[src/shared/ddrcmd_pkg.sv]
// Package for the DDR SDRAM command decoder and init tracker.
// Assumes one 20 MHz system clock; the memory clock is sampled as a pin.
package ddrcmd_pkg;

  // ----------------------------------------------------------------
  // Widths and configurations
  // ----------------------------------------------------------------
  localparam int ADDR_W = 13;
  localparam int BANKS = 4;
  localparam int BANK_W = 2;
  localparam int DATA_N = 8;
  localparam int AUTO_CLOSE_BIT_X32 = 8;
  localparam int AUTO_CLOSE_BIT_NARROW = 10;
  localparam int DLL_RESET_BIT = 8;
  localparam int MODE_OP_LO = 7;
  localparam int CFG_W = 2;
  localparam logic [1:0] CFG_X8 = 2'h0;
  localparam logic [1:0] CFG_X16 = 2'h1;
  localparam logic [1:0] CFG_X32 = 2'h2;
  localparam logic [1:0] SEL_BASE = 2'h0;
  localparam logic [1:0] SEL_EXT = 2'h1;
  localparam logic [3:0] ALL_IDLE = 4'h0;
  localparam logic [3:0] ONE_BANK = 4'h1;
  localparam logic [12:0] ADDR_ZERO = 13'h0000;
  localparam logic [12:0] MODE_ZERO = 13'h0000;
  localparam logic [15:0] WORD_ZERO = 16'h0000;
  localparam logic [7:0] BYTE_ZERO = 8'h00;

  // ----------------------------------------------------------------
  // Command pins (cs_n, ras_n, cas_n, we_n)
  // ----------------------------------------------------------------
  typedef struct packed {
    logic cs_n;
    logic ras_n;
    logic cas_n;
    logic we_n;
    logic cke;
    logic [1:0] bank;
    logic [12:0] addr;
  } ddrcmd_bus_t;

  typedef enum logic [3:0] {
    CMD_NOP = 4'h0,
    CMD_ROW_OPEN = 4'h1,
    CMD_READ = 4'h2,
    CMD_WRITE = 4'h3,
    CMD_BURST_STOP = 4'h4,
    CMD_PRECHARGE = 4'h5,
    CMD_REFRESH = 4'h6,
    CMD_MODE_LOAD = 4'h7
  } ddrcmd_cmd_t;

  typedef enum logic [5:0] {
    ST_IDLE = 6'h01,
    ST_PD_PRE = 6'h02,
    ST_PD_ACT = 6'h04,
    ST_SELF_REF = 6'h08,
    ST_NORMAL = 6'h10
  } ddrcmd_state_t;

  // Init progress counters.
  localparam logic [1:0] MIN_REFRESHES = 2'h2;

  // Decodes the four command pins into a command.
  function automatic ddrcmd_cmd_t ddrcmd_decode(input ddrcmd_bus_t b);
    ddrcmd_cmd_t c;
    c = CMD_NOP;
    if (!b.cs_n) begin
      unique case ({b.ras_n, b.cas_n, b.we_n})
        3'h3: c = CMD_ROW_OPEN;
        3'h5: c = CMD_READ;
        3'h4: c = CMD_WRITE;
        3'h6: c = CMD_BURST_STOP;
        3'h2: c = CMD_PRECHARGE;
        3'h1: c = CMD_REFRESH;
        3'h0: c = CMD_MODE_LOAD;
        default: c = CMD_NOP;
      endcase
    end
    return c;
  endfunction

endpackage

[src/hw/ddrcmd_core.sv]
// Command decode, power state and init tracking of a four-bank DDR SDRAM.
// Assumes the memory clock and command pins arrive asynchronously.
`timescale 1ns/1ps

// What this block does
// - Auto-close flag acts only on its own access; deselect equals no-op.
// - Auto-close flag sits on A8 for 32-bit, A10 for 8/16-bit.
// - Precharge closes named bank, or every bank when flag is high.
// - Refresh with gate high refreshes once; gate drop enters self refresh.
// - Refresh ignores address and data; internal counter picks the row.
// - Bank-select bits choose which mode register a mode load writes.
// - Write mask low stores data, high blocks it, per data element.
// - Row address uses A0 to A12; auto-close bit excluded from column.
// - Clock-gate drop with no-op and all idle enters precharge power-down.
// - Clock-gate drop with bank open enters active power-down; rise exits.
// - Each access moves one 2n word at core, two n halves at pins.
// - Row open selects bank and row; read or write selects column.
// - Mode registers have no default; clock stop unusable until both mode loads and two refreshes are done.
// - Mode load with banks 00 writes base, 01 writes extended.
// - Base load with A8 set resets the loop; later load clears it.
module ddrcmd_core (
  input wire logic clk,
  input wire logic rst_n,
  input wire logic [1:0] width_cfg,
  input wire logic mem_clk,
  input wire ddrcmd_pkg::ddrcmd_bus_t cmd_pins,
  input wire logic write_mask_pin,
  input wire logic [15:0] dq_in,
  output logic [3:0] bank_open,
  output logic [12:0] open_row [4],
  output logic [12:0] col_addr,
  output logic [1:0] col_bank,
  output logic rd_start,
  output logic wr_start,
  output logic auto_close_flag,
  output logic [12:0] base_mode,
  output logic [12:0] ext_mode,
  output logic base_loaded,
  output logic ext_loaded,
  output logic dll_reset_pulse,
  output logic init_done,
  output logic refresh_pulse,
  output logic [12:0] refresh_row,
  output logic [1:0] refresh_bank,
  output logic self_refresh,
  output logic power_down,
  output logic active_power_down,
  output logic [15:0] core_word,
  output logic core_word_valid,
  output logic [1:0] core_mask,
  output logic reserved_seen
);
  import ddrcmd_pkg::*;

  // ----------------------------------------------------------------
  // Input synchronisers and memory clock edge detect
  // ----------------------------------------------------------------
  localparam int SYNC_W = 1 + $bits(ddrcmd_bus_t) + 1 + 16;
  logic [SYNC_W-1:0] s1_q, s2_q;
  logic ck_prev_q, ck_prev_d;
  logic ck_s, ck_rise, ck_fall, mask_s;
  ddrcmd_bus_t bus_s;
  logic [15:0] dq_s;

  always_ff @(posedge clk or negedge rst_n) begin
    if (!rst_n) begin
      s1_q <= '0;
      s2_q <= '0;
      ck_prev_q <= 1'b0;
    end else begin
      s1_q <= {mem_clk, cmd_pins, write_mask_pin, dq_in};
      s2_q <= s1_q;
      ck_prev_q <= ck_prev_d;
    end
  end

  always_comb begin
    {ck_s, bus_s, mask_s, dq_s} = s2_q;
    ck_prev_d = ck_s;
    ck_rise = ck_s & ~ck_prev_q;
    ck_fall = ~ck_s & ck_prev_q;
  end

  // ----------------------------------------------------------------
  // Command state
  // ----------------------------------------------------------------
  ddrcmd_cmd_t cmd;
  ddrcmd_state_t st_q, st_d;
  logic cke_prev_q, cke_prev_d;
  logic [3:0] open_q, open_d;
  logic [12:0] row_q [4];
  logic [12:0] row_d [4];
  logic [12:0] col_q, col_d, bmode_q, bmode_d, emode_q, emode_d;
  logic [1:0] cbank_q, cbank_d;
  logic rd_q, rd_d, wr_q, wr_d, ac_q, ac_d;
  logic bl_q, bl_d, el_q, el_d, dll_q, dll_d;
  logic [1:0] refcnt_q, refcnt_d;
  logic ref_q, ref_d, resv_q, resv_d;
  logic [14:0] rctr_q, rctr_d;
  logic ap;
  logic [12:0] col_raw;

  always_comb begin
    cmd = ddrcmd_decode(bus_s);
    // Auto-close bit position depends on the width option.
    ap = (width_cfg == CFG_X32) ? bus_s.addr[AUTO_CLOSE_BIT_X32]
                                : bus_s.addr[AUTO_CLOSE_BIT_NARROW];
    col_raw = bus_s.addr;
    if (width_cfg == CFG_X32) col_raw[AUTO_CLOSE_BIT_X32] = 1'b0;
    else col_raw[AUTO_CLOSE_BIT_NARROW] = 1'b0;
    st_d = st_q;
    cke_prev_d = cke_prev_q;
    open_d = open_q;
    row_d = row_q;
    col_d = col_q;
    cbank_d = cbank_q;
    rd_d = 1'b0;
    wr_d = 1'b0;
    ac_d = ac_q;
    bmode_d = bmode_q;
    emode_d = emode_q;
    bl_d = bl_q;
    el_d = el_q;
    dll_d = 1'b0;
    refcnt_d = refcnt_q;
    ref_d = 1'b0;
    resv_d = resv_q;
    rctr_d = rctr_q;
    if (ck_rise) begin
      cke_prev_d = bus_s.cke;
      unique case (st_q)
        ST_PD_PRE, ST_PD_ACT, ST_SELF_REF: begin
          // Stay while clock-gate low; leave on rise with a no-op.
          if (bus_s.cke) begin
            if (cmd == CMD_NOP) st_d = ST_NORMAL;
            else resv_d = 1'b1;
          end
        end
        ST_IDLE, ST_NORMAL: begin
          if (cke_prev_q && !bus_s.cke) begin
            if (cmd == CMD_NOP && open_q == ALL_IDLE) begin
              st_d = ST_PD_PRE;
            end else if (cmd == CMD_NOP) begin
              st_d = ST_PD_ACT;
            end else if (cmd == CMD_REFRESH && open_q == ALL_IDLE) begin
              st_d = ST_SELF_REF;
            end else begin
              resv_d = 1'b1;
            end
            // Clock stop is not offered before both mode loads and two refreshes are done.
            if (!(bl_q && el_q && refcnt_q == MIN_REFRESHES))
              resv_d = 1'b1;
          end else if (bus_s.cke) begin
            unique case (cmd)
              CMD_ROW_OPEN: begin
                open_d[bus_s.bank] = 1'b1;
                row_d[bus_s.bank] = bus_s.addr;
              end
              CMD_READ, CMD_WRITE: begin
                cbank_d = bus_s.bank;
                col_d = col_raw;
                ac_d = ap;
                rd_d = (cmd == CMD_READ);
                wr_d = (cmd == CMD_WRITE);
                if (!open_q[bus_s.bank]) resv_d = 1'b1;
                if (ap) open_d[bus_s.bank] = 1'b0;
              end
              CMD_PRECHARGE: begin
                if (ap) open_d = ALL_IDLE;
                else open_d[bus_s.bank] = 1'b0;
              end
              CMD_REFRESH: begin
                // Address pins are ignored; the counter picks the row.
                ref_d = 1'b1;
                rctr_d = rctr_q + 15'h0001;
                if (refcnt_q != MIN_REFRESHES)
                  refcnt_d = refcnt_q + 2'h1;
                if (open_q != ALL_IDLE) resv_d = 1'b1;
              end
              CMD_MODE_LOAD: begin
                if (bus_s.bank == SEL_BASE) begin
                  bmode_d = bus_s.addr;
                  bl_d = 1'b1;
                  dll_d = bus_s.addr[DLL_RESET_BIT];
                end else if (bus_s.bank == SEL_EXT) begin
                  emode_d = bus_s.addr;
                  el_d = 1'b1;
                end else begin
                  resv_d = 1'b1;
                end
              end
              default: ;
            endcase
            if (st_q == ST_IDLE) st_d = ST_NORMAL;
          end
        end
        default: st_d = ST_IDLE;
      endcase
    end
  end

  always_ff @(posedge clk or negedge rst_n) begin
    if (!rst_n) begin
      st_q <= ST_IDLE;
      cke_prev_q <= 1'b0;
      open_q <= ALL_IDLE;
      for (int i = 0; i < BANKS; i++) row_q[i] <= ADDR_ZERO;
      col_q <= ADDR_ZERO;
      cbank_q <= 2'h0;
      rd_q <= 1'b0;
      wr_q <= 1'b0;
      ac_q <= 1'b0;
      bmode_q <= MODE_ZERO;
      emode_q <= MODE_ZERO;
      bl_q <= 1'b0;
      el_q <= 1'b0;
      dll_q <= 1'b0;
      refcnt_q <= 2'h0;
      ref_q <= 1'b0;
      resv_q <= 1'b0;
      rctr_q <= 15'h0000;
    end else begin
      st_q <= st_d;
      cke_prev_q <= cke_prev_d;
      open_q <= open_d;
      row_q <= row_d;
      col_q <= col_d;
      cbank_q <= cbank_d;
      rd_q <= rd_d;
      wr_q <= wr_d;
      ac_q <= ac_d;
      bmode_q <= bmode_d;
      emode_q <= emode_d;
      bl_q <= bl_d;
      el_q <= el_d;
      dll_q <= dll_d;
      refcnt_q <= refcnt_d;
      ref_q <= ref_d;
      resv_q <= resv_d;
      rctr_q <= rctr_d;
    end
  end

  // ----------------------------------------------------------------
  // Write data pairing: two half-cycle beats form one core word
  // ----------------------------------------------------------------
  logic [7:0] lo_q, lo_d;
  logic mlo_q, mlo_d;
  logic [15:0] word_q, word_d;
  logic [1:0] wmask_q, wmask_d;
  logic wv_q, wv_d;

  always_comb begin
    lo_d = lo_q;
    mlo_d = mlo_q;
    word_d = word_q;
    wmask_d = wmask_q;
    wv_d = 1'b0;
    if (ck_rise) begin
      lo_d = dq_s[DATA_N-1:0];
      mlo_d = mask_s;
    end
    if (ck_fall) begin
      // A high mask bit blocks its beat from being stored.
      word_d = {mask_s ? BYTE_ZERO : dq_s[DATA_N-1:0],
                mlo_q ? BYTE_ZERO : lo_q};
      wmask_d = {mask_s, mlo_q};
      wv_d = 1'b1;
    end
  end

  always_ff @(posedge clk or negedge rst_n) begin
    if (!rst_n) begin
      lo_q <= BYTE_ZERO;
      mlo_q <= 1'b0;
      word_q <= WORD_ZERO;
      wmask_q <= 2'h0;
      wv_q <= 1'b0;
    end else begin
      lo_q <= lo_d;
      mlo_q <= mlo_d;
      word_q <= word_d;
      wmask_q <= wmask_d;
      wv_q <= wv_d;
    end
  end

  // ----------------------------------------------------------------
  // Outputs
  // ----------------------------------------------------------------
  always_comb begin
    bank_open = open_q;
    open_row = row_q;
    col_addr = col_q;
    col_bank = cbank_q;
    rd_start = rd_q;
    wr_start = wr_q;
    auto_close_flag = ac_q;
    base_mode = bmode_q;
    ext_mode = emode_q;
    base_loaded = bl_q;
    ext_loaded = el_q;
    dll_reset_pulse = dll_q;
    init_done = bl_q & el_q & (refcnt_q == MIN_REFRESHES)
                & ~bmode_q[DLL_RESET_BIT];
    refresh_pulse = ref_q;
    refresh_row = rctr_q[14:2];
    refresh_bank = rctr_q[1:0];
    self_refresh = (st_q == ST_SELF_REF);
    power_down = (st_q == ST_PD_PRE) | (st_q == ST_PD_ACT);
    active_power_down = (st_q == ST_PD_ACT);
    core_word = word_q;
    core_word_valid = wv_q;
    core_mask = wmask_q;
    reserved_seen = resv_q;
  end

endmodule // ddrcmd_core

[config.mk]
export PLATFORM = sky130hd
export DESIGN_NAME = ddrcmd_core
export DESIGN_NICKNAME = d
export VERILOG_FILES = /design/src/shared/ddrcmd_pkg.sv /design/src/hw/ddrcmd_core.sv
export SDC_FILE = /design/constraint.sdc
export NUM_CORES = 1
export LEC_CHECK = 0
export BUFFER_PORTS_ARGS = -buffer_cell sky130_fd_sc_hd__buf_4
export CORE_AREA = 2 2 128 130
export DETAILED_ROUTE_END_ITERATION = 10
export DIE_AREA = 0 0 130 132
export PLACE_DENSITY = 0.87
export SETUP_SLACK_MARGIN = 0.2
export SLEW_MARGIN = 0
export SYNTH_ARGS = -nofsm -noshare
export SYNTH_HDL_FRONTEND = slang
export SYNTH_SLANG_ARGS = --single-unit
[constraint.sdc]
create_clock -name clk -period 6.5 [get_ports clk]
set_input_delay 0.975 -clock clk [delete_from_list [all_inputs] [get_ports clk]]
set_output_delay 0.975 -clock clk [all_outputs]
set_load 0.05 [all_outputs]
; ---- Word level (Yosys, flattened, before mapping)
; Index checks and enable logic that the tools add are counted.
[totals]
regBits = 234
latchBits = 0
ram_bits = 0
rom_bits = 0
in_bits = 42
out_inout_bits = 143
wordCells = 175
n_memories = 0
[classes]
n_addsub = 2
n_mul = 0
div = 0
order_cmp = 4
n_eq_ne = 36
n_shift = 0
muxes = 62
n_bitwise = 15
n_reduce_logical = 27
[ops]
columns = operator, count
row1 = 52-bit bitwise mux, 1
row2 = 6-bit 2-to-1 mux, 8
row3 = 1-bit 2-to-1 mux, 39
row4 = 4-bit != test (second input constant), 7
row5 = 13-bit demux with 2-bit select, 1
row6 = 6-bit AND reduction, 4
row7 = 3-bit one-hot mux with 7 select lines, 1
row8 = 8-bit 2-to-1 mux, 2
row9 = 15-bit by 1-bit adder with 15-bit output (second input constant), 1
row10 = 5-bit AND reduction, 3
row11 = 13-bit 2-to-1 mux, 1
row12 = 13-bit AND reduction, 1
row13 = 4-bit by 3-bit equality test with 1-bit output (second input constant), 3
row14 = 4-bit 2-to-1 mux, 3
row15 = 4-bit one-hot mux with 3 select lines, 1
row16 = 6-bit one-hot mux with 2 select lines, 1
row17 = 2-bit != test (second input constant), 5
row18 = 3-bit equality test (second input constant), 3
row19 = 4-bit by 2-bit equality test with 1-bit output (second input constant), 2
row20 = 4-bit logical NOT, 2
row21 = 1-bit logical AND, 7
row22 = 7-bit AND reduction, 1
row23 = 3-bit by 2-bit equality test with 1-bit output (second input constant), 2
row24 = 6-bit by 1-bit equality test with 1-bit output (second input constant), 1
row25 = other kinds (35), 46

; ---- Logic depth before layout (Yosys ltp)
[depth]
depth_word = 11
ltp_mapped = 8
depth_no_buf = 6

; ---- Least setup slack after synthesis
; Ideal clock, no wire load.
[synth_timing]
path_kind = register -> output
from = register el_q, in the netlist ext_loaded
to = output port init_done
arrival_ps = 1571
required_ps = 5525
path_slack_ps = 3954
path_stages_with_launch = 3
path_buffers = 0
cell_sequence = dfrtp_1 -> and3_1 -> nor2b_1
[synth_via]
elab_chain_len = 3
[synth_rtl]
columns = item, line_no
row1 = from (decl), ddrcmd_core.sv:96  ; logic bl_q, bl_d, el_q, el_d, dll_q, dll_d;
row2 = from (signal assigned), ddrcmd_core.sv:235  ; el_q <= el_d;
row3 = 1-bit bitwise AND (2 in a row), ddrcmd_core.sv:304  ; init_done = bl_q & el_q & (refcnt_q == MIN_REFRESHES)
row4 = 1-bit bitwise AND, ddrcmd_core.sv:305  ; & ~bmode_q[DLL_RESET_BIT];
row5 = to (decl), ddrcmd_core.sv:41  ; output logic init_done,
; Every way passes these cells.

; ---- Worst setup path in the final report
[layout_timing]
from = register st_q[2]
to = register row_q (netlist bit open_row[9])
[layout_via]
elab_chain_len = 3
word_cells_on_any_way = 4
cone_classes = 2 x eq/ne / 2 x reduce/logical
[layout_rtl]
columns = item, line_no
row1 = from (decl), ddrcmd_core.sv:88  ; ddrcmd_state_t st_q, st_d;
row2 = from (signal assigned), ddrcmd_core.sv:223  ; st_q <= st_d;
row3 = 6-bit by 1-bit equality test with 1-bit output or 6-bit by 5-bit equality test with 1-bit output (tied branches), ddrcmd_core.sv:131  ; unique case (st_q)
row4 = 2-bit OR reduction *, ddrcmd_core.sv:131
row5 = 5-bit AND reduction (no line) *, -
row6 = to (signal assigned), ddrcmd_core.sv:226  ; row_q <= row_d;
row7 = to (decl), ddrcmd_core.sv:91  ; logic [12:0] row_q [4];
; Mark *: on every way between the ends. The rest lies on a longest branch, timed or not.
; A chain may end at the register's enable or synchronous reset.

==> impl_metrics.py <==
metrics = {
    "run_status": {
        "status": "complete, no violations",
    },
    "timing": {
        "setup_tns_ns": 0,
        "fmax_mhz": 369,
        "fin_crit_sh_pct": 41.7,
        "rsz0062_at_grt": "false",
        "hold_viol": 0,
        "worst_pin_slew_ns": 1.14,
        "finalMaxSlewViolations": 0,
        "slew_headroom_pct": 23.2,
        "hold_ws_ns": 0.346,
        "setup_violations": 0,
        "clock-skew-final_ns": 0.0165,
        "finalCriticalPeriod_ns": 2.71,
    },
    "layout": {
        "multiInputGateArea_sq_um": 2500,
        "fillers": 1097,
        "drive_gt1_share_pct": 46.3,
        "area_growth_pct": 29.2,
        "seq_area_sq_um": 5430,
        "num_antenna_cells": 0,
        "nets": 776,
    },
    "global_route": {
        "overflow": 0,
        "grt_pass1_vias": 5319,
        "grt_pass1_wl_um": 28600,
        "grt_start_max_net_pins": 78,
        "antenna_found_initial": 0,
        "track_usage_pct": 21.1,
    },
    "route": {
        "vias": 4961,
        "drtIter0Drc": 263,
        "first_pass_iters": 4,
        "drc": 0,
        "wire_per_inst_um": 18.4,
        "drt_wl_total_um": 17800,
        "ant_nets": 0,
        "avgViaCountPerCell": 5.15,
    },
    "floorplan": {
        "initial_core_util_pct": 51.3,
        "core-area_sq_um": 15700,
        "die-area_sq_um": 17200,
        "rows": 46,
        "io_pins": 185,
        "die_h_um": 132,
        "die_w_um": 130,
    },
    "yosys": {
        "ys_async_sr_fraction_pct": 100,
        "yosys_register_bits": 217,
        "ys_seq_area_share_pct": 67.4,
        "synth_enable_flop_cells": 0,
        "syn_inst": 549,
        "synth.distinct_cells": 50,
        "syn_area_per_cell_sq_um": 14.7,
        "ys.warnings.count": 0,
        "synth_area_sq_um": 8060,
        "syn_nets": 593,
        "ys.flop_type": "dfrtp_1",
    },
    "clocking": {
        "cts_htree_levels": 1,
        "root_buffer": "clkbuf_16",
        "clk_latency_ns": 0.50,
        "clk_pin_slew_ns": 0.06,
        "clock_tree.buffer_depth": 3,
        "ctsResizeCount": 0,
        "postCtsSetupBuffers": 0,
        "cts.sinks": 217,
        "hold_buffers": 0,
        "cts_tree": "done",
        "cts_buffers": 23,
    },
    "min_path": {
        "worstHoldPathCells": 0,
        "hp-class": "flop to flop",
    },
    "critical_path": {
        "worstPathMaxFanout": 13,
        "cp.arrival_ns": 3.10,
        "start_kind": "flop",
        "ff2ff_path_depth": 4,
        "crit_type": "flop to flop",
        "cp.required_ns": 6.89,
        "endpoint_kind": "flop",
    },
    "pwr": {
        "pwr_density_cell_nw_per_um2": 377,
        "peakVddDrop_mv": 0.282,
        "p_leak_nw": 5.32,
    },
    "place": {
        "dp_hpwl_um": 12000,
        "place.port_buffers": 176,
        "place_congestion": 0.863,
    },
    "job": {
        "cap_violations": 0,
    },
}
==> cell type report <==
cell class | count | share of cell area [%]
Sequential cell | 217 | 52.2
Multi-Input combinational cell | 305 | 24.0
Timing Repair Buffer | 179 | 13.0
Clock buffer | 32 | 6.62
Tap cell | 216 | 2.60
Clock inverter | 9 | 1.43
Inverter | 6 | 0.216
==> metal layers <==
layer / track usage, % / vias to the layer above / part of all wire, %
met1: 25.9 / 2508 / 39
met3: 7.75 / 21 / 8.8
li1: - / 2252 / -
met5: 0 / - / 0
met2: 36.2 / 180 / 51
met4: 4.00 / 0 / 1.5
==> cell usage after synthesis (2+ instances only) <==
cell type | number | area (sq um)
dfrtp_1 | 216 | 5410
mux2_2 | 95 | 1070
nand2_1 | 38 | 143
o21ai_0 | 26 | 130
nand2b_1 | 24 | 150
nor2_1 | 18 | 67.6
mux2_4 | 12 | 180
xnor2_1 | 10 | 87.6
a31oi_1 | 9 | 56.3
clkbuf_1 | 9 | 33.8
nor2b_1 | 8 | 50.1
nand4_1 | 7 | 43.8
and3_1 | 6 | 37.5
inv_1 | 6 | 22.5
xor2_1 | 6 | 52.6
buf_2 | 5 | 25.0
buf_4 | 5 | 37.5
nor3_1 | 5 | 25.0
nand2_2 | 3 | 18.8
nor3_2 | 3 | 30.0
a31o_2 | 2 | 17.5
and2_1 | 2 | 12.5
ha_1 | 2 | 25.0
mux2i_1 | 2 | 20.0
nand3_1 | 2 | 10.0
nor3_4 | 2 | 32.5
or2_2 | 2 | 12.5
or3_4 | 2 | 22.5
==> state kept, by name, indices dropped and copies added, names as in the netlist, 2 cells and up <==
| register | count |
|---|---|
| base_mode | 13 |
| s2_q | 30 |
| core_mask | 2 |
| col_bank | 2 |
| ext_mode | 13 |
| open_row | 52 |
| lo_q | 8 |
| st_q | 5 |
| col_addr | 13 |
| s1_q | 30 |
| core_word | 16 |
| rctr_q | 15 |
| refcnt_q | 2 |
| bank_open | 4 |
==> worst max-delay path, cell delays in order, from the launching register on <==
cell,delay [ns]
dfrtp_1,0.48
nor3_2,0.38
nand4_4,0.28
nor4_4,1.03
mux2_2,0.43
==> final timing paths <==
path                          start  slack, ns          end
max                         st_q[2]       3.79  open_row[9]
min                        s1_q[19]       0.35     s2_q[19]
max reg2reg                 st_q[2]       3.79  open_row[9]
min reg2reg                s1_q[19]       0.35     s2_q[19]
max in group asynchronous     rst_n       4.68      s2_q[4]
min in group asynchronous     rst_n       0.46     s2_q[19]
==> stage by stage <==
stage | std cells | total power, mW | setup WS [ns] | util [%] | area, sq um
floorplan | 549 | 2.24 | 3.95 | - | 8060
global placement | 923 | 2.51 | 3.89 | 60.9 | 9580
detailed placement | 923 | 2.54 | 3.76 | 60.9 | 9580
CTS | 964 | 3.96 | 3.76 | 66.3 | 10400
global route | 964 | 4.09 | 3.63 | 66.3 | 10400
finish | 964 | 3.93 | 3.79 | 66.3 | 10400
==> report_power, final <==
part           leakage (nW)  internal, mW  switching, mW
registers              2.81          1.50          0.121
clock network         0.419         0.896          0.512
logic                  2.09         0.303          0.598
total                  5.32          2.70           1.23
==> kinds of logic after synthesis <==
group | share of synthesized area, %
flops | 67.4
xor+xnor | 2.14
mux | 16.0
buf+inv | 1.66
compound gates | 3.26
simple gates | 9.21
fa+ha+maj | 0.310
==> placed cells by master (no fill, tap or decap), types with 2 or more instances in the layout <==
| cell | instances |
|---|---|
| dfrtp_1 | 216 |
| nor3_4 | 3 |
| nor3_1 | 5 |
| nand2b_1 | 24 |
| mux2_2 | 95 |
| o21ai_0 | 26 |
| clkinv_2 | 4 |
| inv_1 | 6 |
| bufinv_16 | 4 |
| a31o_2 | 2 |
| nand4_1 | 7 |
| nor3_2 | 2 |
| nor2b_1 | 8 |
| ha_1 | 2 |
| and2_1 | 2 |
| and3_1 | 6 |
| mux2i_1 | 2 |
| xor2_1 | 6 |
| nand2_1 | 38 |
| nand2_2 | 3 |
| or2_2 | 2 |
| a31oi_1 | 9 |
| buf_4 | 178 |
| or3_4 | 2 |
| nand3_1 | 2 |
| xnor2_1 | 10 |
| mux2_4 | 12 |
| clkbuf_16 | 23 |
| nor2_1 | 18 |
| clkbuf_8 | 9 |
Power figures use the tool's default switching activity.
